**src/mif_pkg.sv**
```systemverilog
// constants, types and helpers of the interrupt flag and call logic
// assumes one clock, clk_sys, taken as the oscillator of a 12-period machine cycle
// Contract
// - accept: finish instruction, push pc, record level, block level, load vector
// - return from interrupt restores previous in-service level so program resumes
// - trigger type zero: sampled low pin level is an active request
// - trigger type one: flag set when one sample high, next sample low
// - edge triggered external flag cleared by hardware when call is made
// - pin levels, serial and timer c external flags latched at S5P2
// - timer a and b overflow flags set at S5P2, polled next cycle
// - timer c overflow flag set at S2P2, polled in same cycle
// - accepted request runs a two machine cycle call as next instruction
// - extra delay at most 3 cycles, or 5 after return or enable writes
// - single source latency above 3 and below 9 machine cycles
// - no service while same level routine still in service
// - after return, one program instruction runs before any vectoring
// - high pre-empts low; low never pre-empts low; high never pre-empted
// - serial and timer c flags never cleared by hardware on vectoring
// - blocked flag gone when block lifts is not serviced; polls use fresh samples
`default_nettype none
package mif_pkg;
  // ==========================================================
  // timing
  localparam int OSC_PER_MC = 12;
  localparam int PH_W = 4;
  localparam logic [PH_W-1:0] PH_S2P2 = 4'h3;
  localparam logic [PH_W-1:0] PH_S5P1 = 4'h8;
  localparam logic [PH_W-1:0] PH_S5P2 = 4'h9;
  // ==========================================================
  // register map, byte addresses
  localparam int AW = 8;
  localparam logic [AW-1:0] REG_TRIG = 8'h00;
  localparam logic [AW-1:0] REG_ENABLE = 8'h04;
  localparam logic [AW-1:0] REG_PRIO = 8'h08;
  localparam logic [AW-1:0] REG_FLAGS = 8'h0C;
  localparam logic [AW-1:0] REG_STATUS = 8'h10;
  localparam int EN_GLOBAL = 7;
  // ==========================================================
  // flag bit positions
  localparam int FLG_EXT0 = 0;
  localparam int FLG_TA = 1;
  localparam int FLG_EXT1 = 2;
  localparam int FLG_TB = 3;
  localparam int FLG_RX = 4;
  localparam int FLG_TX = 5;
  localparam int FLG_TCO = 6;
  localparam int FLG_TCE = 7;
  localparam int NSRC = 6;
  localparam logic [2:0] SRC_EXT0 = 3'h0;
  localparam logic [2:0] SRC_EXT1 = 3'h2;
  localparam logic [2:0] SRC_SER = 3'h4;
  localparam logic [2:0] SRC_TC = 3'h5;
  // ==========================================================
  // vectors
  localparam logic [15:0] VEC_BASE = 16'h0003;
  localparam logic [15:0] VEC_STEP = 16'h0008;
  // ==========================================================
  // call sequence
  typedef enum logic [1:0] {
    SEQ_IDLE = 2'b00,
    SEQ_WAIT = 2'b01,
    SEQ_CALL1 = 2'b10,
    SEQ_CALL2 = 2'b11
  } mif_seq_t;

  // lowest set index wins: the fixed order within a level
  function automatic logic [2:0] mif_pick(input logic [NSRC-1:0] v);
    logic [2:0] r;
    r = 3'h0;
    for (int i = NSRC - 1; i >= 0; i--) begin
      if (v[i]) begin
        r = 3'(i);
      end
    end
    return r;
  endfunction : mif_pick

  function automatic logic [15:0] mif_vec(input logic [2:0] src);
    return 16'(VEC_BASE + VEC_STEP * {13'h0, src});
  endfunction : mif_vec
endpackage : mif_pkg
`default_nettype wire

```
**src/mif_phase_if.sv**
```systemverilog
// phase strobes of the machine cycle, shared by the divider and the flag logic
// assumes all strobes are one clk_sys cycle wide
`default_nettype none
interface mif_phase_if;
  logic s2p2; // phase S2P2
  logic s5p1; // poll point
  logic s5p2; // sampling point
  logic mc_end; // last phase of cycle
  modport drv(output s2p2, output s5p1, output s5p2, output mc_end);
  modport rcv(input s2p2, input s5p1, input s5p2, input mc_end);
endinterface : mif_phase_if
`default_nettype wire

```
**src/mif_phase_gen.sv**
```systemverilog
// machine cycle divider: counts oscillator periods, emits phase strobes
// assumes a reset already synchronised to clk_sys
`default_nettype none
module mif_phase_gen #(
  parameter int MC_LEN = mif_pkg::OSC_PER_MC // periods per machine cycle
) (
  input wire logic clk_sys, // oscillator clock
  input wire logic rst_sys_b, // synchronised reset, low active
  mif_phase_if.drv ph // phase strobes
);
  import mif_pkg::*;

  // ==========================================================
  // parameter check
  if (MC_LEN < OSC_PER_MC || MC_LEN > 16) begin : g_bad_len
    $error("mif_phase_gen: MC_LEN out of range");
  end

  localparam logic [PH_W-1:0] MC_LAST = PH_W'(MC_LEN - 1);

  typedef struct packed {
    logic [PH_W-1:0] cnt;
    logic s2p2;
    logic s5p1;
    logic s5p2;
    logic mc_end;
  } mif_ph_st_t;

  mif_ph_st_t st_ff;
  mif_ph_st_t nxt_st;

  // ==========================================================
  // strobes registered so they mark the cycle the count shows
  always_comb begin
    nxt_st = st_ff;
    nxt_st.cnt = (st_ff.cnt == MC_LAST) ? '0 : PH_W'(st_ff.cnt + 1'b1);
    nxt_st.s2p2 = (nxt_st.cnt == PH_S2P2);
    nxt_st.s5p1 = (nxt_st.cnt == PH_S5P1);
    nxt_st.s5p2 = (nxt_st.cnt == PH_S5P2);
    nxt_st.mc_end = (nxt_st.cnt == MC_LAST);
  end

  always_ff @(posedge clk_sys or negedge rst_sys_b) begin
    if (!rst_sys_b) begin
      st_ff <= '0;
    end else begin
      st_ff <= nxt_st;
    end
  end

  assign ph.s2p2 = st_ff.s2p2;
  assign ph.s5p1 = st_ff.s5p1;
  assign ph.s5p2 = st_ff.s5p2;
  assign ph.mc_end = st_ff.mc_end;
endmodule : mif_phase_gen
`default_nettype wire

```
**src/mif_irq_top.sv**
```systemverilog
// interrupt flag sampling, polling and hardware call sequencing, APB registers
// assumes the core reports its instruction cycle on same-clock level inputs
//
// Added by the designer: the placing of the registers and the APB interface to the registers.
`default_nettype none
module mif_irq_top #(
  parameter int MC_LEN = mif_pkg::OSC_PER_MC // periods per machine cycle
) (
  input wire logic clk_sys, // 100 MHz clock
  input wire logic rst_b, // async reset, low active
  input wire logic [mif_pkg::AW-1:0] paddr, // apb address
  input wire logic psel, // apb select
  input wire logic penable, // apb enable
  input wire logic pwrite, // apb direction
  input wire logic [31:0] pwdata, // apb write data
  output logic [31:0] prdata, // apb read data
  output logic pready, // apb ready
  output logic pslverr, // apb error
  input wire logic ext_request_pin_a, // external request pin 0
  input wire logic ext_request_pin_b, // external request pin 1
  input wire logic timer_a_ovf_evt, // timer a overflow pulse
  input wire logic timer_b_ovf_evt, // timer b overflow pulse
  input wire logic timer_c_ovf_evt, // timer c overflow pulse
  input wire logic timer_c_ext_evt, // timer c external pulse
  input wire logic serial_tx_evt, // serial tx done pulse
  input wire logic serial_rx_evt, // serial rx done pulse
  input wire logic instr_final_cycle, // core in last instr cycle
  input wire logic instr_is_return_from_interrupt, // instr is return from int
  input wire logic instr_ie_ip_access, // instr touches enable/prio
  input wire logic return_from_interrupt_done, // return executed, pulse
  output logic call_req, // hardware call in progress
  output logic push_pc, // push pc now, pulse
  output logic load_pc, // load vector now, pulse
  output logic [15:0] vector_addr, // vector of call
  output logic in_service_hi, // high level routine active
  output logic in_service_lo // low level routine active
);
  import mif_pkg::*;

  // ==========================================================
  // reset release
  logic [1:0] rst_sync_ff;
  logic rst_sys_b;

  // two stages so release never lands near a clock edge
  always_ff @(posedge clk_sys or negedge rst_b) begin
    if (!rst_b) begin
      rst_sync_ff <= 2'h0;
    end else begin
      rst_sync_ff <= {rst_sync_ff[0], 1'b1};
    end
  end
  assign rst_sys_b = rst_sync_ff[1];

  // ==========================================================
  // phase divider
  mif_phase_if ph_if ();

  mif_phase_gen #(
    .MC_LEN(MC_LEN)
  ) u_phase (
    .clk_sys(clk_sys),
    .rst_sys_b(rst_sys_b),
    .ph(ph_if.drv)
  );

  // ==========================================================
  // state
  typedef struct packed {
    logic [1:0] trig;
    logic [NSRC-1:0] en;
    logic glob;
    logic [NSRC-1:0] prio;
    logic [7:0] flag;
    logic [5:0] pend;
    logic [1:0] s1;
    logic [1:0] s2;
    logic [1:0] s3;
    logic [1:0] pin;
    logic [1:0] prev;
    logic [7:0] smp;
    logic svc_hi;
    logic svc_lo;
    logic blk_wr;
    mif_seq_t seq;
    logic [2:0] src;
    logic [15:0] vec;
    logic call;
    logic push;
    logic load;
    logic [31:0] prdata;
    logic pready;
    logic pslverr;
  } mif_st_t;

  mif_st_t st_ff;
  mif_st_t nxt_st;
  logic acc;
  logic accept;
  logic blocked;
  logic [NSRC-1:0] reqv;
  logic [NSRC-1:0] cand_hi;
  logic [NSRC-1:0] cand_lo;

  // ==========================================================
  // combinational next state
  always_comb begin
    nxt_st = st_ff;
    nxt_st.push = 1'b0;
    nxt_st.load = 1'b0;
    // three-stage pin sync, a change counts once stages two and three agree
    nxt_st.s1 = {ext_request_pin_b, ext_request_pin_a};
    nxt_st.s2 = st_ff.s1;
    nxt_st.s3 = st_ff.s2;
    for (int i = 0; i < 2; i++) begin
      if (st_ff.s2[i] == st_ff.s3[i]) begin
        nxt_st.pin[i] = st_ff.s3[i];
      end
    end

    // apb slave, one wait state
    acc = psel && penable && !st_ff.pready;
    nxt_st.pready = acc;
    nxt_st.pslverr = 1'b0;
    if (acc) begin
      nxt_st.prdata = 32'h0;
      case (paddr)
        REG_TRIG: begin
          if (pwrite) nxt_st.trig = pwdata[1:0];
          else nxt_st.prdata = {30'h0, st_ff.trig};
        end
        REG_ENABLE: begin
          if (pwrite) begin
            nxt_st.en = pwdata[NSRC-1:0];
            nxt_st.glob = pwdata[EN_GLOBAL];
            nxt_st.blk_wr = 1'b1;
          end else begin
            nxt_st.prdata = {24'h0, st_ff.glob, 1'b0, st_ff.en};
          end
        end
        REG_PRIO: begin
          if (pwrite) begin
            nxt_st.prio = pwdata[NSRC-1:0];
            nxt_st.blk_wr = 1'b1;
          end else begin
            nxt_st.prdata = {26'h0, st_ff.prio};
          end
        end
        REG_FLAGS: begin
          // software sets or clears flags as hardware would
          if (pwrite) nxt_st.flag = pwdata[7:0];
          else nxt_st.prdata = {24'h0, st_ff.flag};
        end
        REG_STATUS: begin
          if (pwrite) nxt_st.pslverr = 1'b1;
          else nxt_st.prdata = {24'h0, st_ff.call, st_ff.seq, st_ff.src,
                                st_ff.svc_hi, st_ff.svc_lo};
        end
        default: begin
          nxt_st.pslverr = 1'b1;
        end
      endcase
    end

    // poll: samples from the previous S5P2, timer c overflow live
    reqv = '0;
    reqv[SRC_EXT0] = st_ff.smp[FLG_EXT0];
    reqv[1] = st_ff.smp[FLG_TA];
    reqv[SRC_EXT1] = st_ff.smp[FLG_EXT1];
    reqv[3] = st_ff.smp[FLG_TB];
    reqv[SRC_SER] = st_ff.smp[FLG_RX] | st_ff.smp[FLG_TX];
    reqv[SRC_TC] = st_ff.flag[FLG_TCO] | st_ff.smp[FLG_TCE];
    cand_hi = reqv & st_ff.en & st_ff.prio & {NSRC{st_ff.glob}};
    cand_lo = reqv & st_ff.en & ~st_ff.prio & {NSRC{st_ff.glob}};
    // final cycle only, never during return or enable access
    blocked = !instr_final_cycle || instr_is_return_from_interrupt || instr_ie_ip_access
              || st_ff.blk_wr || (st_ff.seq != SEQ_IDLE);
    accept = 1'b0;
    if (ph_if.s5p1) begin
      nxt_st.blk_wr = 1'b0;
      if (!blocked && cand_hi != '0 && !st_ff.svc_hi) begin
        accept = 1'b1;
        nxt_st.src = mif_pick(cand_hi);
        nxt_st.svc_hi = 1'b1;
      end else if (!blocked && cand_lo != '0 && !st_ff.svc_hi && !st_ff.svc_lo) begin
        accept = 1'b1;
        nxt_st.src = mif_pick(cand_lo);
        nxt_st.svc_lo = 1'b1;
      end
      // a write landing on the poll cycle still blocks the next one
      if (acc && pwrite && (paddr == REG_ENABLE || paddr == REG_PRIO)) begin
        nxt_st.blk_wr = 1'b1;
      end
    end
    if (accept) begin
      nxt_st.seq = SEQ_WAIT;
      nxt_st.vec = mif_vec(nxt_st.src);
      // edge external and timer a/b flags cleared; paired flags stay for software
      if (nxt_st.src == SRC_EXT0 && st_ff.trig[0]) nxt_st.flag[FLG_EXT0] = 1'b0;
      if (nxt_st.src == SRC_EXT1 && st_ff.trig[1]) nxt_st.flag[FLG_EXT1] = 1'b0;
      if (nxt_st.src == 3'h1) nxt_st.flag[FLG_TA] = 1'b0;
      if (nxt_st.src == 3'h3) nxt_st.flag[FLG_TB] = 1'b0;
    end

    // return: drop the most recent level, uncovering the older one
    if (return_from_interrupt_done) begin
      // next poll blocked too, so one program instruction runs first
      nxt_st.blk_wr = 1'b1;
      if (st_ff.svc_hi) nxt_st.svc_hi = 1'b0;
      else nxt_st.svc_lo = 1'b0;
    end

    // flag setting at the machine cycle phases, set wins over clear
    if (ph_if.s5p2) begin
      for (int i = 0; i < 2; i++) begin
        if (!st_ff.trig[i]) begin
          nxt_st.flag[2*i] = !st_ff.pin[i];
        end else if (st_ff.prev[i] && !st_ff.pin[i]) begin
          nxt_st.flag[2*i] = 1'b1;
        end
      end
      nxt_st.prev = st_ff.pin;
      if (st_ff.pend[0]) nxt_st.flag[FLG_TA] = 1'b1;
      if (st_ff.pend[1]) nxt_st.flag[FLG_TB] = 1'b1;
      if (st_ff.pend[2]) nxt_st.flag[FLG_RX] = 1'b1;
      if (st_ff.pend[3]) nxt_st.flag[FLG_TX] = 1'b1;
      if (st_ff.pend[5]) nxt_st.flag[FLG_TCE] = 1'b1;
      nxt_st.pend[3:0] = 4'h0;
      nxt_st.pend[5] = 1'b0;
      nxt_st.smp = nxt_st.flag;
    end
    if (ph_if.s2p2) begin
      if (st_ff.pend[4]) nxt_st.flag[FLG_TCO] = 1'b1;
      nxt_st.pend[4] = 1'b0;
    end
    // events arriving on the transfer cycle are kept for the next one
    nxt_st.pend = nxt_st.pend | {timer_c_ext_evt, timer_c_ovf_evt, serial_tx_evt,
                                 serial_rx_evt, timer_b_ovf_evt, timer_a_ovf_evt};

    // call of two machine cycles, starting at the next cycle boundary
    if (ph_if.mc_end) begin
      case (st_ff.seq)
        SEQ_IDLE: begin
          nxt_st.seq = SEQ_IDLE;
        end
        SEQ_WAIT: begin
          nxt_st.seq = SEQ_CALL1;
          nxt_st.call = 1'b1;
          nxt_st.push = 1'b1;
        end
        SEQ_CALL1: begin
          nxt_st.seq = SEQ_CALL2;
        end
        SEQ_CALL2: begin
          nxt_st.seq = SEQ_IDLE;
          nxt_st.call = 1'b0;
          nxt_st.load = 1'b1;
        end
        default: begin
          nxt_st.seq = SEQ_IDLE;
        end
      endcase
    end
  end

  localparam mif_st_t ST_RST = '0;

  always_ff @(posedge clk_sys or negedge rst_sys_b) begin
    if (!rst_sys_b) begin
      st_ff <= ST_RST;
    end else begin
      st_ff <= nxt_st;
    end
  end

  // ==========================================================
  // outputs, all straight from the state register
  assign prdata = st_ff.prdata;
  assign pready = st_ff.pready;
  assign pslverr = st_ff.pslverr;
  assign call_req = st_ff.call;
  assign push_pc = st_ff.push;
  assign load_pc = st_ff.load;
  assign vector_addr = st_ff.vec;
  assign in_service_hi = st_ff.svc_hi;
  assign in_service_lo = st_ff.svc_lo;

  // ==========================================================
  // assertions
  property p_edge_set;
    @(posedge clk_sys) disable iff (!rst_sys_b)
      ph_if.s5p2 && st_ff.trig[0] && st_ff.prev[0] && !st_ff.pin[0]
      |=> st_ff.flag[FLG_EXT0];
  endproperty
  a_edge_set: assert property (p_edge_set) else $error("edge flag not set");

  property p_level_follow;
    @(posedge clk_sys) disable iff (!rst_sys_b)
      ph_if.s5p2 && !st_ff.trig[1] |=> st_ff.flag[FLG_EXT1] == !$past(st_ff.pin[1]);
  endproperty
  a_level_follow: assert property (p_level_follow) else $error("level flag wrong");

  property p_call_len;
    @(posedge clk_sys) disable iff (!rst_sys_b)
      $rose(st_ff.call) |-> st_ff.push ##23 st_ff.call ##1 (!st_ff.call && st_ff.load);
  endproperty
  a_call_len: assert property (p_call_len) else $error("call not two cycles");

  property p_edge_clear;
    @(posedge clk_sys) disable iff (!rst_sys_b)
      accept && nxt_st.src == SRC_EXT0 && st_ff.trig[0] |=> !st_ff.flag[FLG_EXT0];
  endproperty
  a_edge_clear: assert property (p_edge_clear) else $error("edge flag kept");

  property p_ser_kept;
    @(posedge clk_sys) disable iff (!rst_sys_b)
      accept && nxt_st.src == SRC_SER && !acc && !ph_if.s5p2
      |=> st_ff.flag[FLG_RX] == $past(st_ff.flag[FLG_RX]);
  endproperty
  a_ser_kept: assert property (p_ser_kept) else $error("serial flag cleared");

  property p_same_level;
    @(posedge clk_sys) disable iff (!rst_sys_b)
      accept |-> !st_ff.svc_hi && (!st_ff.svc_lo || cand_hi != '0);
  endproperty
  a_same_level: assert property (p_same_level) else $error("same level pre-empted");

  property p_return_from_interrupt_block;
    @(posedge clk_sys) disable iff (!rst_sys_b)
      ph_if.s5p1 && instr_is_return_from_interrupt |=> st_ff.seq == $past(st_ff.seq);
  endproperty
  a_return_from_interrupt_block: assert property (p_return_from_interrupt_block) else $error("vectored on return");

  property p_tco_set;
    @(posedge clk_sys) disable iff (!rst_sys_b)
      ph_if.s2p2 && st_ff.pend[4] |=> st_ff.flag[FLG_TCO];
  endproperty
  a_tco_set: assert property (p_tco_set) else $error("timer c flag late");

  property p_latency;
    @(posedge clk_sys) disable iff (!rst_sys_b)
      accept |-> ##[1:12] st_ff.push ##24 (!st_ff.call && !st_ff.push);
  endproperty
  a_latency: assert property (p_latency) else $error("call start late");

  property p_vec;
    @(posedge clk_sys) disable iff (!rst_sys_b)
      st_ff.load |-> st_ff.vec == {10'h000, st_ff.src, 3'h3};
  endproperty
  a_vec: assert property (p_vec) else $error("wrong vector");

  c_hi_over_lo: cover property (@(posedge clk_sys) disable iff (!rst_sys_b)
    st_ff.svc_lo && st_ff.svc_hi);
  c_call_done: cover property (@(posedge clk_sys) disable iff (!rst_sys_b) st_ff.load);
  c_return_from_interrupt: cover property (@(posedge clk_sys) disable iff (!rst_sys_b)
    return_from_interrupt_done && st_ff.svc_lo);
endmodule : mif_irq_top
`default_nettype wire

```
**config.mk**
```make
export PLATFORM = sky130hd
export DESIGN_NAME = mif_irq_top
export DESIGN_NICKNAME = d
export VERILOG_FILES = /design/src/mif_pkg.sv /design/src/mif_phase_if.sv /design/src/mif_phase_gen.sv /design/src/mif_irq_top.sv
export SDC_FILE = /design/constraint.sdc
export NUM_CORES = 1
export LEC_CHECK = 0
export BUFFER_PORTS_ARGS = -buffer_cell sky130_fd_sc_hd__buf_2
export CORE_AREA = 2 2 81 141
export DETAILED_ROUTE_END_ITERATION = 8
export DIE_AREA = 0 0 83 143
export PLACE_DENSITY = 0.7
export SLEW_MARGIN = 30
export SYNTH_ARGS = -nofsm -noshare
export SYNTH_HDL_FRONTEND = slang
export SYNTH_SLANG_ARGS = --single-unit
```
**constraint.sdc**
```tcl
create_clock -name clk_sys -period 3.3 [get_ports clk_sys]
set_clock_uncertainty 0.05 [all_clocks]
set_input_delay 0.165 -clock clk_sys [delete_from_list [all_inputs] [get_ports clk_sys]]
set_output_delay 0.165 -clock clk_sys [all_outputs]
set_load 0.01 [all_outputs]
```
==> results of run 1 <==
==> worst max path at each step <==
stage                                end  slack [ns]                startpoint
floorplan           call_req$_DFFE_PN0P_        0.83  rst_sync_ff[1]$_DFF_PN0_
global placement     reqv[3]$_DFFE_PN0P_        0.60     st_ff[99]$_DFFE_PN0P_
detailed placement   reqv[3]$_DFFE_PN0P_        0.50     st_ff[99]$_DFFE_PN0P_
CTS                  reqv[3]$_DFFE_PN0P_        0.48     st_ff[99]$_DFFE_PN0P_
global route         reqv[3]$_DFFE_PN0P_        0.26     st_ff[99]$_DFFE_PN0P_
finish               reqv[3]$_DFFE_PN0P_        0.45     st_ff[99]$_DFFE_PN0P_
==> cell type report <==
type | count | area share (%)
Sequential cell | 81 | 42.8
Clock buffer | 11 | 5.12
Inverter | 22 | 1.74
Tap cell | 130 | 3.43
Multi-Input combinational cell | 254 | 37.3
Timing Repair Buffer | 64 | 8.39
Clock inverter | 5 | 1.19
==> per-layer routing <==
| layer | vias up | GRT usage [%] | share of wire, % |
|---|---|---|---|
| li1 | 1380 | - | - |
| met1 | 1426 | 15.5 | 37 |
| met2 | 90 | 29.0 | 54 |
| met3 | 22 | 3.18 | 3.9 |
| met4 | 0 | 10.4 | 5.0 |
| met5 | - | 0 | 0 |
==> worst max-delay path, cell delays in order (launching register included) <==
cell	delay (ns)
sky130_fd_sc_hd__dfrtp_1	0.56
sky130_fd_sc_hd__and4b_1	0.34
sky130_fd_sc_hd__nand4bb_1	0.33
sky130_fd_sc_hd__o21ba_2	0.30
sky130_fd_sc_hd__o21ai_1	0.42
sky130_fd_sc_hd__a21oi_2	0.20
sky130_fd_sc_hd__o31ai_1	0.35
sky130_fd_sc_hd__a31oi_1	0.14
==> cells by family (layout without fill, tap and decap cells) <==
group | Yosys count | count (layout) | share of synthesized area, %
flip-flops | 81 | 81 | 48.6
AND/OR/NAND/NOR | 94 | 94 | 13.8
multiplexers | 26 | 26 | 7.35
XOR/XNOR | 1 | 1 | 0.210
buffers and inverters | 82 | 102 | 12.1
AO/OA/AOI/OAI | 88 | 88 | 15.2
other | 2 | 36 | 0.180
adder cells (fa/ha/maj) | 9 | 9 | 2.58
==> flip-flops by register name, indices dropped and copies added (netlist names), 2 cells and up <==
signal         cells
nxt_st             4
prdata             8
reqv               4
rst_sync_ff        2
st_ff             44
u_phase.st_ff      4
vector_addr        4
==> power by group <==
| part | total (mW) | leakage [nW] | internal, mW | switching [mW] |
|---|---|---|---|---|
| Combinational | 0.175 | 1.09 | 0.0686 | 0.106 |
| Sequential | 1.05 | 0.997 | 1.02 | 0.0325 |
| Clock | 0.991 | 0.145 | 0.605 | 0.386 |
==> placed cells by master, fill, tap and decap left out, drive strengths merged, types with 4 or more instances in the layout <==
cell type | netlist | final
mux2 | 17 | 17
a21o | 7 | 7
nand4 | 7 | 7
o211ai | 5 | 5
ha | 7 | 7
or2 | 4 | 4
and2 | 5 | 5
dlygate4sd3 | 0 | 11
a21boi | 6 | 6
and3 | 5 | 5
conb | 2 | 36
nand2 | 29 | 29
dfrtp | 81 | 81
o31ai | 6 | 6
clkinv | 1 | 4
mux2i | 7 | 7
nand3 | 6 | 6
clkbuf | 7 | 11
o21ai | 23 | 23
a21oi | 7 | 7
inv | 21 | 21
nor3 | 6 | 6
a222oi | 5 | 5
buf | 53 | 53
a31oi | 6 | 6
nor2 | 16 | 16
==> stage by stage <==
step                      total power [mW]  setup WS (ns)
after CTS                             2.25          0.480
after detailed placement              1.23          0.501
after floorplan                       1.20          0.827
after global routing                  2.31          0.262
final                                 2.22          0.450
after global placement                1.23          0.596
==> repair_timing <==
item / CTS / global route
buffers inserted: 0 / 0
endpoints found under the hold margin: 13 / 0
hold buffers: 11 / 0
resized for setup: 0 / 0
setup endpoints to repair: 0 / 0
==> flow_results.org, run 1 <==
** Timing
- Setup repair after global routing left no endpoint under its margin.
- Pin slew with the least headroom to its limit :: 0.589 ns
- The worst path needs 2.85 ns of the cycle, external delays included.
- Setup violations remaining at the end of the flow were counted as 0.
- The final critical path takes up 86.4% of the cycle.
- The tightest hold path in the finished design has a slack of 0.0242 ns.
- After routing, the total negative slack on setup checks comes to 0 ns.
- Measured against its own limit, the worst slew margin works out to 60.8%.
- Final number of max-transition violations :: 0
- Endpoints failing hold :: 0
- Timing-limited maximum frequency :: 351 MHz

** Layout
- The post-route netlist has 23.8% of its cells at a drive strength greater than 1.
- Design Area, Final :: 4740 µm²
- Count of fill cells added during filler insertion :: 1045
- At the end of the flow, the number of nets in the layout was 496.
- Compared with the post-synthesis result, the final layout area differs by 13.6%.
- 0 antenna diodes ended up in the layout.
- Measured on the finished design, the core utilization comes to 44.3%.
- Non-filler cells in the finished layout :: 567
- Area of combinational cells with multiple inputs :: 1770 µm²
- Sequential cell area :: 2030 µm²

** Min path
- Worst Hold Path Cells :: 2
- Hold path start :: pwdata[7]
- Worst min-delay path endpoint :: st_ff[99]$_DFFE_PN0P_
- The worst hold path belongs to the class in2reg.

** CTS
- Clock tree synthesis inserted a total of 9 buffers.
- The clock tree synthesis step divided the H-tree into 3 levels.
- Clock Tree Buf Depth :: 2
- Clock tree root buffer cell :: sky130_fd_sc_hd__clkbuf_16
- TritonCTS clock tree :: done
- Worst-skew pair later-pin latency :: 0.34 ns
- The tree built by TritonCTS fans out to 81 sinks.
- Post-CTS clock slew at the launch and capture registers of the worst setup and hold paths :: 0.06 ns

** Pwr
- The worst-case IR drop observed on VDD is 293 µV.
- Static leakage power :: 2.24 nW
- In this run the power density over the cells is 469 nW/µm².

** Logic synthesis
- Sequential share of the synthesized area :: 48.6%
- Post-synth ARST share :: 100%
- After synthesis, the netlist uses 69 different library cells.
- Among all flip-flop cells after synthesis, the most frequent one is sky130_fd_sc_hd__dfrtp_1.
- In the post-synthesis netlist, the cell with the most instances is sky130_fd_sc_hd__dfrtp_1.
- Synthesis produced 383 cells.
- The average instance in the mapped netlist occupies 10.9 µm².
- Syn. warnings :: 0
- After synthesis the netlist holds a flip-flop and latch count of 81.
- Summed instance area of the synthesized netlist :: 4170 µm²
- Of the post-synthesis cell area, the dominant cell type holds 48.6%.
- The synthesized design contains 0 enable-type register cells.
- Largest cells by area after synthesis :: sky130_fd_sc_hd__dfrtp_1, sky130_fd_sc_hd__buf_4, sky130_fd_sc_hd__mux2_2, sky130_fd_sc_hd__nand2_1, sky130_fd_sc_hd__ha_1
- The biggest area contributor in the post-synthesis netlist is sky130_fd_sc_hd__dfrtp_1.
- Commonest cells in the synthesized netlist :: sky130_fd_sc_hd__dfrtp_1, sky130_fd_sc_hd__buf_4, sky130_fd_sc_hd__nand2_1

** Global route
- First-pass GRT wire length :: 14600 µm
- The via count of the first global-routing pass came to 2961.
- Number of antenna violations at the first check in global routing :: 0
- Combined global-route utilization of all metal layers :: 15.6%
- Largest net degree at the start of global routing :: 80
- The total overflow left after global routing is 0.

** Routing
- Using the TritonRoute via totals, the vias-per-cell ratio works out to 5.15.
- TritonRoute pass-1 iters :: 4
- After detailed routing, the number of remaining DRC violations is 0.
- Via count :: 2918
- Wire length reported by the detailed router :: 9010 µm
- The count of nets left with antenna violations once routing finished came out at 0.
- Routed WL per cell :: 15.9 µm
- For this block, the initial DRC count from the detailed router was 120.

** Setup path
- Of all nets on the critical path, the largest fanout is 15.
- The worst setup path is of the reg2reg kind.
- Worst path arrival time :: 2.98 ns
- The worst setup path is launched from a register.
- Capture point of the worst reg-to-reg path :: reqv[3]$_DFFE_PN0P_
- Endpoint kind of the worst setup timing path :: register
- STA puts the critical path data required time at 3.43 ns.
- Measured in cells, the most critical reg-to-reg path has a length of 7.
- For flop-to-flop paths, the worst setup slack is 0.45 ns.
- The worst register-to-register path begins at st_ff[99]$_DFFE_PN0P_.

** Outcome
- Outcome :: finished clean

** Floorplan
- Vert. Die Dim :: 143 µm
- The region available for standard cell placement spans 10700 µm².
- DIE WIDTH :: 83 µm
- Initial core utilization :: 39.0%
- During I/O placement, the number of pins put on the boundary was 112.
- The floorplan has 50 rows.
- The floorplan step defined a die boundary enclosing 11900 µm².

** Place
- Detailed placement finished with a half-perimeter wire length of 6840 µm.
- In this run the cell area measured after placement is 4300 µm².
- Port buffering added 52 buffers.
- Once placement completed, the tool counted placed cells totaling 539.
- Final estimated routing congestion in global placement :: 0.844

** Flow run
- Max_cap viols :: 0
Power figures use the tool's default switching activity.
==> inputs of run 2 (changes only) <==
==> constraint.sdc (replaced) <==
create_clock -name clk_sys -period 3.3 [get_ports clk_sys]
set_clock_uncertainty 0.05 [all_clocks]
set_input_delay 0.66 -clock clk_sys [delete_from_list [all_inputs] [get_ports clk_sys]]
set_output_delay 0.66 -clock clk_sys [all_outputs]
set_load 0.01 [all_outputs]
==> run 2 against run 1 <==
  * Fmax fell by 0.74%
  * Clock power is 6.5% lower
  * Combinational power down 5%
  * Sequential share of layout area up 1.1 points
==> flow_results.org, run 2 (synthesized netlist as in run 1, its figures left out) <==
** Setup path
- The critical path is of the reg2reg type.
- The worst setup path is launched from a register.
- The worst setup path is captured at a register.
- The worst endpoint required time came to 3.44 ns (about the same).
- Worst path arrival time :: 3.01 ns (+0.03 ns)
- The largest fanout of any net on the critical path was 15 (unchanged).

** Timing
- The setup TNS after final layout is 0 ns (unchanged).
- The measured slew at the worst slew-check pin is 0.612 ns (+0.0237 ns).
- Final number of max-transition violations :: 0 (unchanged)
- Final setup violation count :: 0 (unchanged)
- The maximum operating frequency is 348 MHz (-0.74%).
- The hold violation count in the final report is 0 (unchanged).
- Unrepaired setup endpoints after global routing :: no
- The normalized max-slew margin came to 59.2% (-1.6 points).
- The shortest clock period the worst path allows after layout came to 2.87 ns (+0.0212 ns).
- The post-route clock period utilization was 87.0% (+0.64 points).

** Place
- The cell count after placement is 541 (+0.37%).
- The count of buffers inserted at the top-level ports is 52 (unchanged).
- Final HPWL from detailed placement :: 6810 µm (-0.43%)
- The placer's final routability congestion estimate came to 0.879 (+4.1%).

** Layout
- The fraction of layout cells with a size suffix above 1 was 24.5% (+0.73 points).
- Most frequent standard cell in the layout excluding fill and tap cells :: sky130_fd_sc_hd__dfrtp_1
- The library cells used most frequently in the layout, excluding fill and tap cells, are sky130_fd_sc_hd__dfrtp_1, sky130_fd_sc_hd__buf_2, sky130_fd_sc_hd__conb_1.
- Count of fill cells added during filler insertion :: 1028 (-1.6%)
- The number of standard cells in the layout, taps in and fillers out came to 558 (-1.6%).
- The number of flip-flops in the largest register was 44 (unchanged).
- Layout overhead on the synthesized area :: 10.8%
- Final nets :: 487 (-1.8%)
- The antenna diode instance count came to 0 (unchanged).
- Top register by number of flip-flops :: st_ff

** Floorplan
- Vert. Die Dim :: 143 µm (unchanged)
- Top Ports :: 112 (unchanged)
- DIE WIDTH :: 83 µm (unchanged)
- The area of the core is 10700 µm² (unchanged).
- The starting utilization of the core area was 39.0% (unchanged).
- The number of placement rows came to 50 (unchanged).
- The total die area is 11900 µm² (unchanged).

** Routing
- Wire length reported by the detailed router :: 9040 µm (+0.33%)
- The number of DRC violations after detailed routing was 0 (unchanged).
- Post-DRT Antenna Nets :: 0 (unchanged)
- The number of vias in the routed layout was 2904 (-0.48%).
- The average vias per placed instance was 5.20 (+1.1%).
- Routed WL per cell :: 16.2 µm (+2.0%)
- TritonRoute pass-1 iters :: 4 (unchanged)
- The count of routing violations after the opening detailed-route iteration was 169 (+41%).

** Flow run
- Max_cap viols :: 0 (unchanged)

** Pwr
- Static leakage power :: 2.19 nW (-2.1%)
- Power share of the combinational group :: 7.7% (-0.2 points)
- Internal cell power :: 1.61 mW (-4.8%)
- The worst supply voltage drop on vdd came to 293 µV (+0.20%).
- The switching share of power was 24.8% (+1.2 points).
- The net load switching power was 0.532 mW (+1.3%).
- The cell area power density was 464 nW/µm² (-0.91%).
- Clk pwr share :: 43.2% (-1.4 points)
- The sequential share of power is 49.1% (+1.6 points).

** Global route
- The largest net degree at the start of global routing came to 80 (unchanged).
- Vias in the first global route :: 2951 (-0.34%)
- Number of antenna violations at the first check in global routing :: 0 (unchanged)
- The global-route wire length before repair came to 14600 µm (+0.19%).
- The aggregate global routing overflow came to 0 (unchanged).
- Combined global-route utilization of all metal layers :: 15.9% (+0.30 points)

** CTS
- TritonCTS clock tree :: done
- The post-cts hold buffer count is 0 (-11).
- The clock sink count is 81 (unchanged).
- Clock tree root buffer cell :: sky130_fd_sc_hd__clkbuf_16
- The number of H-tree branching levels came to 3 (unchanged).
- The clock-pin slew of the registers on the worst-case setup and hold paths was 0.06 ns (about the same).
- The maximum clock path buffer count is 2 (unchanged).
- The quantity of gates resized following cts was 0 (unchanged).
- The latest clock arrival within the worst-skew pair is 0.34 ns (about the same).
- The number of buffers created by CTS was 9 (unchanged).
- Post-CTS Repair Setup Buffers :: 0 (unchanged)

** Outcome
- Outcome :: finished clean

** Min path
- Class of the tightest hold or removal check :: in2async
[run 2: changes by cell type in the layout (fill, tap and decap cells not counted), sizes merged]
cell         before  now
dlygate4sd3      11    0
buf              53   55
bufinv            1    0
clkbuf           11   12
[run 2: metrics by stage]
step	total power, mW	instance area, µm²	utilization (%)	setup WS, ns	hold slack (ns)
6_report	2.15	4620	43.2	0.429	0.0349
5_1_grt	2.23	4620	43.2	0.277	0.0205
4_1_cts	2.16	4590	42.9	0.436	0.0282
3_5_place_dp	1.23	4320	40.4	0.390	0.288
3_3_place_gp	1.23	4320	40.4	0.418	0.281
2_1_floorplan	1.20	4300	-	0.773	0.281
[run 2: per-layer routing]
| metal | global-route usage, % | up-vias | routed length (µm) |
|---|---|---|---|
| met2 | 26.7 | 117 | 4560 |
| met1 | 16.6 | 1388 | 3380 |
| met4 | 12.3 | 0 | 615 |
| li1 | - | 1363 | - |
| met3 | 4.97 | 36 | 480 |
| met5 | 0 | - | 0 |
[run 2: area by class of cell]
type | count | area (µm²) | area share, %
Sequential cell | 81 | 2030 | 43.9
Multi-Input combinational cell | 254 | 1770 | 38.2
Timing Repair Buffer | 55 | 303 | 6.55
Clock buffer | 12 | 246 | 5.33
Tap cell | 130 | 163 | 3.52
Inverter | 22 | 82.6 | 1.79
Clock inverter | 4 | 30.0 | 0.650
[run 2: path summary, 6_finish.rpt]
path / startpoint / endpoint / slack, ns / depth (start not counted)
worst max-delay path: st_ff[99]$_DFFE_PN0P_ / reqv[3]$_DFFE_PN0P_ / 0.43 / 7
worst min-delay path: rst_b / rst_sync_ff[1]$_DFF_PN0_ / 0.03 / 1
worst max register to register: st_ff[99]$_DFFE_PN0P_ / reqv[3]$_DFFE_PN0P_ / 0.43 / 7
worst min register to register: rst_sync_ff[1]$_DFF_PN0_ / st_ff[84]$_DFF_PN0_ / 0.21 / 0
max in group asynchronous: rst_sync_ff[1]$_DFF_PN0_ / st_ff[85]$_DFF_PN0_ / 2.40 / 1
min in group clk_sys: nxt_st[75]$_DFF_PN0_ / nxt_st[73]$_DFF_PN0_ / 0.30 / 0
[run 2: worst max-delay path, cell delays in order (launching register included)]
cell and delay [ns]:
sky130_fd_sc_hd__dfrtp_1 0.57, sky130_fd_sc_hd__and4b_1 0.34, sky130_fd_sc_hd__nand4bb_1 0.32, sky130_fd_sc_hd__o21ba_2 0.30, sky130_fd_sc_hd__o21ai_1 0.43, sky130_fd_sc_hd__a21oi_2 0.21, sky130_fd_sc_hd__o31ai_1 0.36, sky130_fd_sc_hd__a31oi_1 0.13
[run 2: power by group through the flow]
stage,combinational [mW],clock (mW),sequential (mW)
after floorplan,0.132,0,1.07
after global placement,0.146,0,1.08
after detailed placement,0.148,0,1.08
after CTS,0.150,0.945,1.06
after global routing,0.184,0.993,1.06
final,0.166,0.927,1.05
==> inputs of run 3 (changes only) <==
- PLACE_DENSITY: 0.7 -> 0.72
- clock period: 3.3 -> 2.5 ns (I/O delays scaled with it)
==> run 3 against run 2 <==
  * Sequential share of layout area decreased by 1.9 points
  * Via count grew 3.7%
  * Register-to-register slack worse by 0.28 ns
  * Largest cell class unchanged
  * Highest routed layer unchanged
==> flow_results.org, run 3 (synthesized netlist as in run 1, its figures left out) <==
** Layout
- Most frequent cells in the layout :: sky130_fd_sc_hd__dfrtp_1, sky130_fd_sc_hd__buf_2, sky130_fd_sc_hd__conb_1
- The number of flip-flops in the largest register was 44 (unchanged).
- The fraction of layout cells with a size suffix above 1 is 29.6% (+5.1 points).
- The utilization after layout came to 45.1% (+1.9 points).
- Final nets :: 511 (+4.9%)
- Top register by number of flip-flops :: st_ff
- The library cell used most frequently in the layout, excluding fill and tap cells, is sky130_fd_sc_hd__dfrtp_1.
- Count of fill cells added during filler insertion :: 966 (-6.0%)
- Layout overhead on the synthesized area :: 15.7%
- Number of inserted diodes :: 0 (unchanged)

** Global route
- The via count of the first global-routing pass is 3033 (+2.8%).
- Number of antenna violations at the first check in global routing :: 0 (unchanged)
- Largest net degree at the start of global routing :: 80 (unchanged)
- The global-route wire length before repair was 15100 µm (+3.4%).
- Combined global-route utilization of all metal layers :: 16.5% (+0.56 points)
- The aggregate global routing overflow came to 0 (unchanged).

** Routing
- The remaining number of nets flagged by the antenna check after routing came to 0 (unchanged).
- Via count :: 3011 (+3.7%)
- The number of DRC violations after detailed routing came to 0 (unchanged).
- Via count normalized by instance count :: 5.17 (-0.59%)
- The count of routing violations after the opening detailed-route iteration was 258 (+53%).
- The routed wirelength normalized by instance count was 15.9 µm (-1.6%).
- The first-pass detailed-route iteration total was 5 (+1).
- The total wire length is 9270 µm (+2.6%).

** Setup path
- Among all stages on the critical path, the largest delay is contributed by sky130_fd_sc_hd__dfrtp_1.
- The signal on the critical path passes through inv_1 -> ha_2 -> nand2b_1 -> or2_4 -> o21bai_4 -> a31oi_1 -> and2_4 -> inv_2 -> nor3_2 -> o31ai_1.
- Tracing the worst setup path back leads to its startpoint at st_ff[57]$_DFFE_PN0P_.
- The largest fanout of any net on the critical path was 4 (-11).
- The worst setup path is launched from a register.
- The arrival time at the worst endpoint is 2.50 ns (-0.51 ns).
- Class of the most critical setup path :: reg2reg
- Worst EP required :: 2.65 ns (-0.79 ns)
- Maximum cell stage delay along the critical path :: 0.42 ns (-0.15 ns)
- The worst register-to-register path begins at st_ff[57]$_DFFE_PN0P_.
- Endpoint kind of the worst setup timing path :: register

** Place
- The count of buffers inserted at the top-level ports came to 52 (unchanged).
- The half-perimeter wire length after detailed placement was 6920 µm (+1.6%).
- The placer's final routability congestion estimate came to 0.915 (+4.1%).
- The setup slack after placement came to -0.198 ns (-0.588 ns).

** Floorplan
- The vertical die dimension was 143 µm (unchanged).
- Die Area :: 11900 µm² (unchanged)
- The boundary pin count was 112 (unchanged).
- The starting utilization of the core area was 39.0% (unchanged).
- The area of the core was 10700 µm² (unchanged).
- The chip width was 83 µm (unchanged).
- Cell Rows :: 50 (unchanged)

** Timing
- Endpoints failing hold :: 0 (unchanged)
- Period utilisation layout :: 94.0% (+7.0 points)
- The measured slew at the worst slew-check pin is 0.588 ns (-0.0243 ns).
- The final count of negative-setup-slack endpoints is 0 (unchanged).
- Shortest clock period the worst path allows after layout :: 2.35 ns (-0.522 ns)
- The maximum operating frequency is 426 MHz (+22%).
- The number of pins exceeding their max-slew limit in the final report is 0 (unchanged).
- Worst slew margin relative to its limit :: 60.8% (+1.6 points)
- The least setup slack across all paths after layout is 0.151 ns (-0.278 ns).

** Min path
- Hold path start :: ext_request_pin_b
- In this run the worst hold path is classified as in2reg.

** Pwr
- Clk pwr share :: 42.9% (-0.3 points)
- Largest voltage drop on the vdd net :: 320 µV (+9.0%)
- The static power due to leakage came to 2.31 nW (+5.7%).
- Portion of total power attributed to sequential cells :: 48.4% (-0.7 points)
- The share of power burned in combinational logic is 8.7% (+1.0 points).
- The cell area power density came to 597 nW/µm² (+29%).
- The total internal power was 2.16 mW (+34%).
- Net Switching :: 0.726 mW (+36%)
- Switching part of the total :: 25.2% (+0.41 points)

** Outcome
- Outcome :: finished clean

** CTS
- The clock sink count was 81 (unchanged).
- Clock Tree Buf Depth :: 2 (unchanged)
- The tree is rooted in a sky130_fd_sc_hd__clkbuf_16.
- The number of H-tree branching levels is 3 (unchanged).
- TritonCTS built the clock tree.
- Total CTS buffers :: 9 (unchanged)
- Worst-skew pair later-pin latency :: 0.34 ns (about the same)
- Post-CTS clock slew at the launch and capture registers of the worst setup and hold paths :: 0.06 ns (about the same)

** Flow run
- Max_cap viols :: 0 (unchanged)
-- run 3: critical path: cells and delay by family, from the launching register on --
family	cells	cell delay, ns
simple gates	4	0.85
compound gates	3	0.47
flops	1	0.42
fa+ha+maj	1	0.22
buf+inv	2	0.18
-- run 3: worst paths after layout --
kind                       slack (ns)  cells after the start                     to
max                              0.15                     10    reqv[1]$_DFFE_PN0P_
min                              0.22                      1   nxt_st[76]$_DFF_PN0_
max reg2reg                      0.15                     10    reqv[1]$_DFFE_PN0P_
min reg2reg                      0.29                      0    st_ff[81]$_DFF_PN0_
max in group asynchronous        1.51                      1  st_ff[99]$_DFFE_PN0P_
min in group asynchronous        0.29                      0    st_ff[81]$_DFF_PN0_
-- run 3: what timing repair did --
item / in CTS / in global routing
endpoints found under the setup margin: 1 / 8
pin swaps: 0 / 2
buffers inserted: 0 / 3
resized for setup: 2 / 5
endpoints found under the hold margin: 2 / 0
hold buffers: 1 / 0
-- run 3: routing by layer --
layer,routed length [µm],part of all wire [%],global-route usage [%],vias up
met2,4930,53,29.8,103
met5,0,0,0,-
met3,538,5.8,4.34,25
met4,363,3.9,9.32,0
met1,3440,37,17.2,1464
li1,-,-,-,1419
-- run 3: power by group through the flow --
stage	logic, mW	registers, mW	clock network (mW)
global route	0.281	1.40	1.31
finish	0.249	1.40	1.24
floorplan	0.175	1.41	0
detailed placement	0.218	1.43	0
CTS	0.221	1.41	1.27
global placement	0.215	1.43	0
-- run 3: cell type report --
cell class / instances / area, µm² / area share (%)
Inverter: 22 / 82.6 / 1.71
Timing Repair Buffer: 79 / 478 / 9.90
Tap cell: 130 / 163 / 3.37
Multi-Input combinational cell: 254 / 1790 / 37.1
Clock inverter: 6 / 41.3 / 0.855
Sequential cell: 81 / 2030 / 42.1
Clock buffer: 10 / 239 / 4.95
-- run 3: through the flow --
| stage | total power [mW] | hold slack, ns | TNS, ns | cell area [µm²] | std cells |
|---|---|---|---|---|---|
| 4_1_cts | 2.89 | 0.202 | 0 | 4770 | 578 |
| 3_3_place_gp | 1.64 | 0.235 | -0.662 | 4470 | 561 |
| 6_report | 2.88 | 0.216 | 0 | 4830 | 582 |
| 5_1_grt | 2.99 | 0.215 | -0.0162 | 4830 | 582 |
| 3_5_place_dp | 1.65 | 0.239 | -0.951 | 4470 | 561 |
| 2_1_floorplan | 1.58 | 0.154 | 0 | 4300 | 417 |
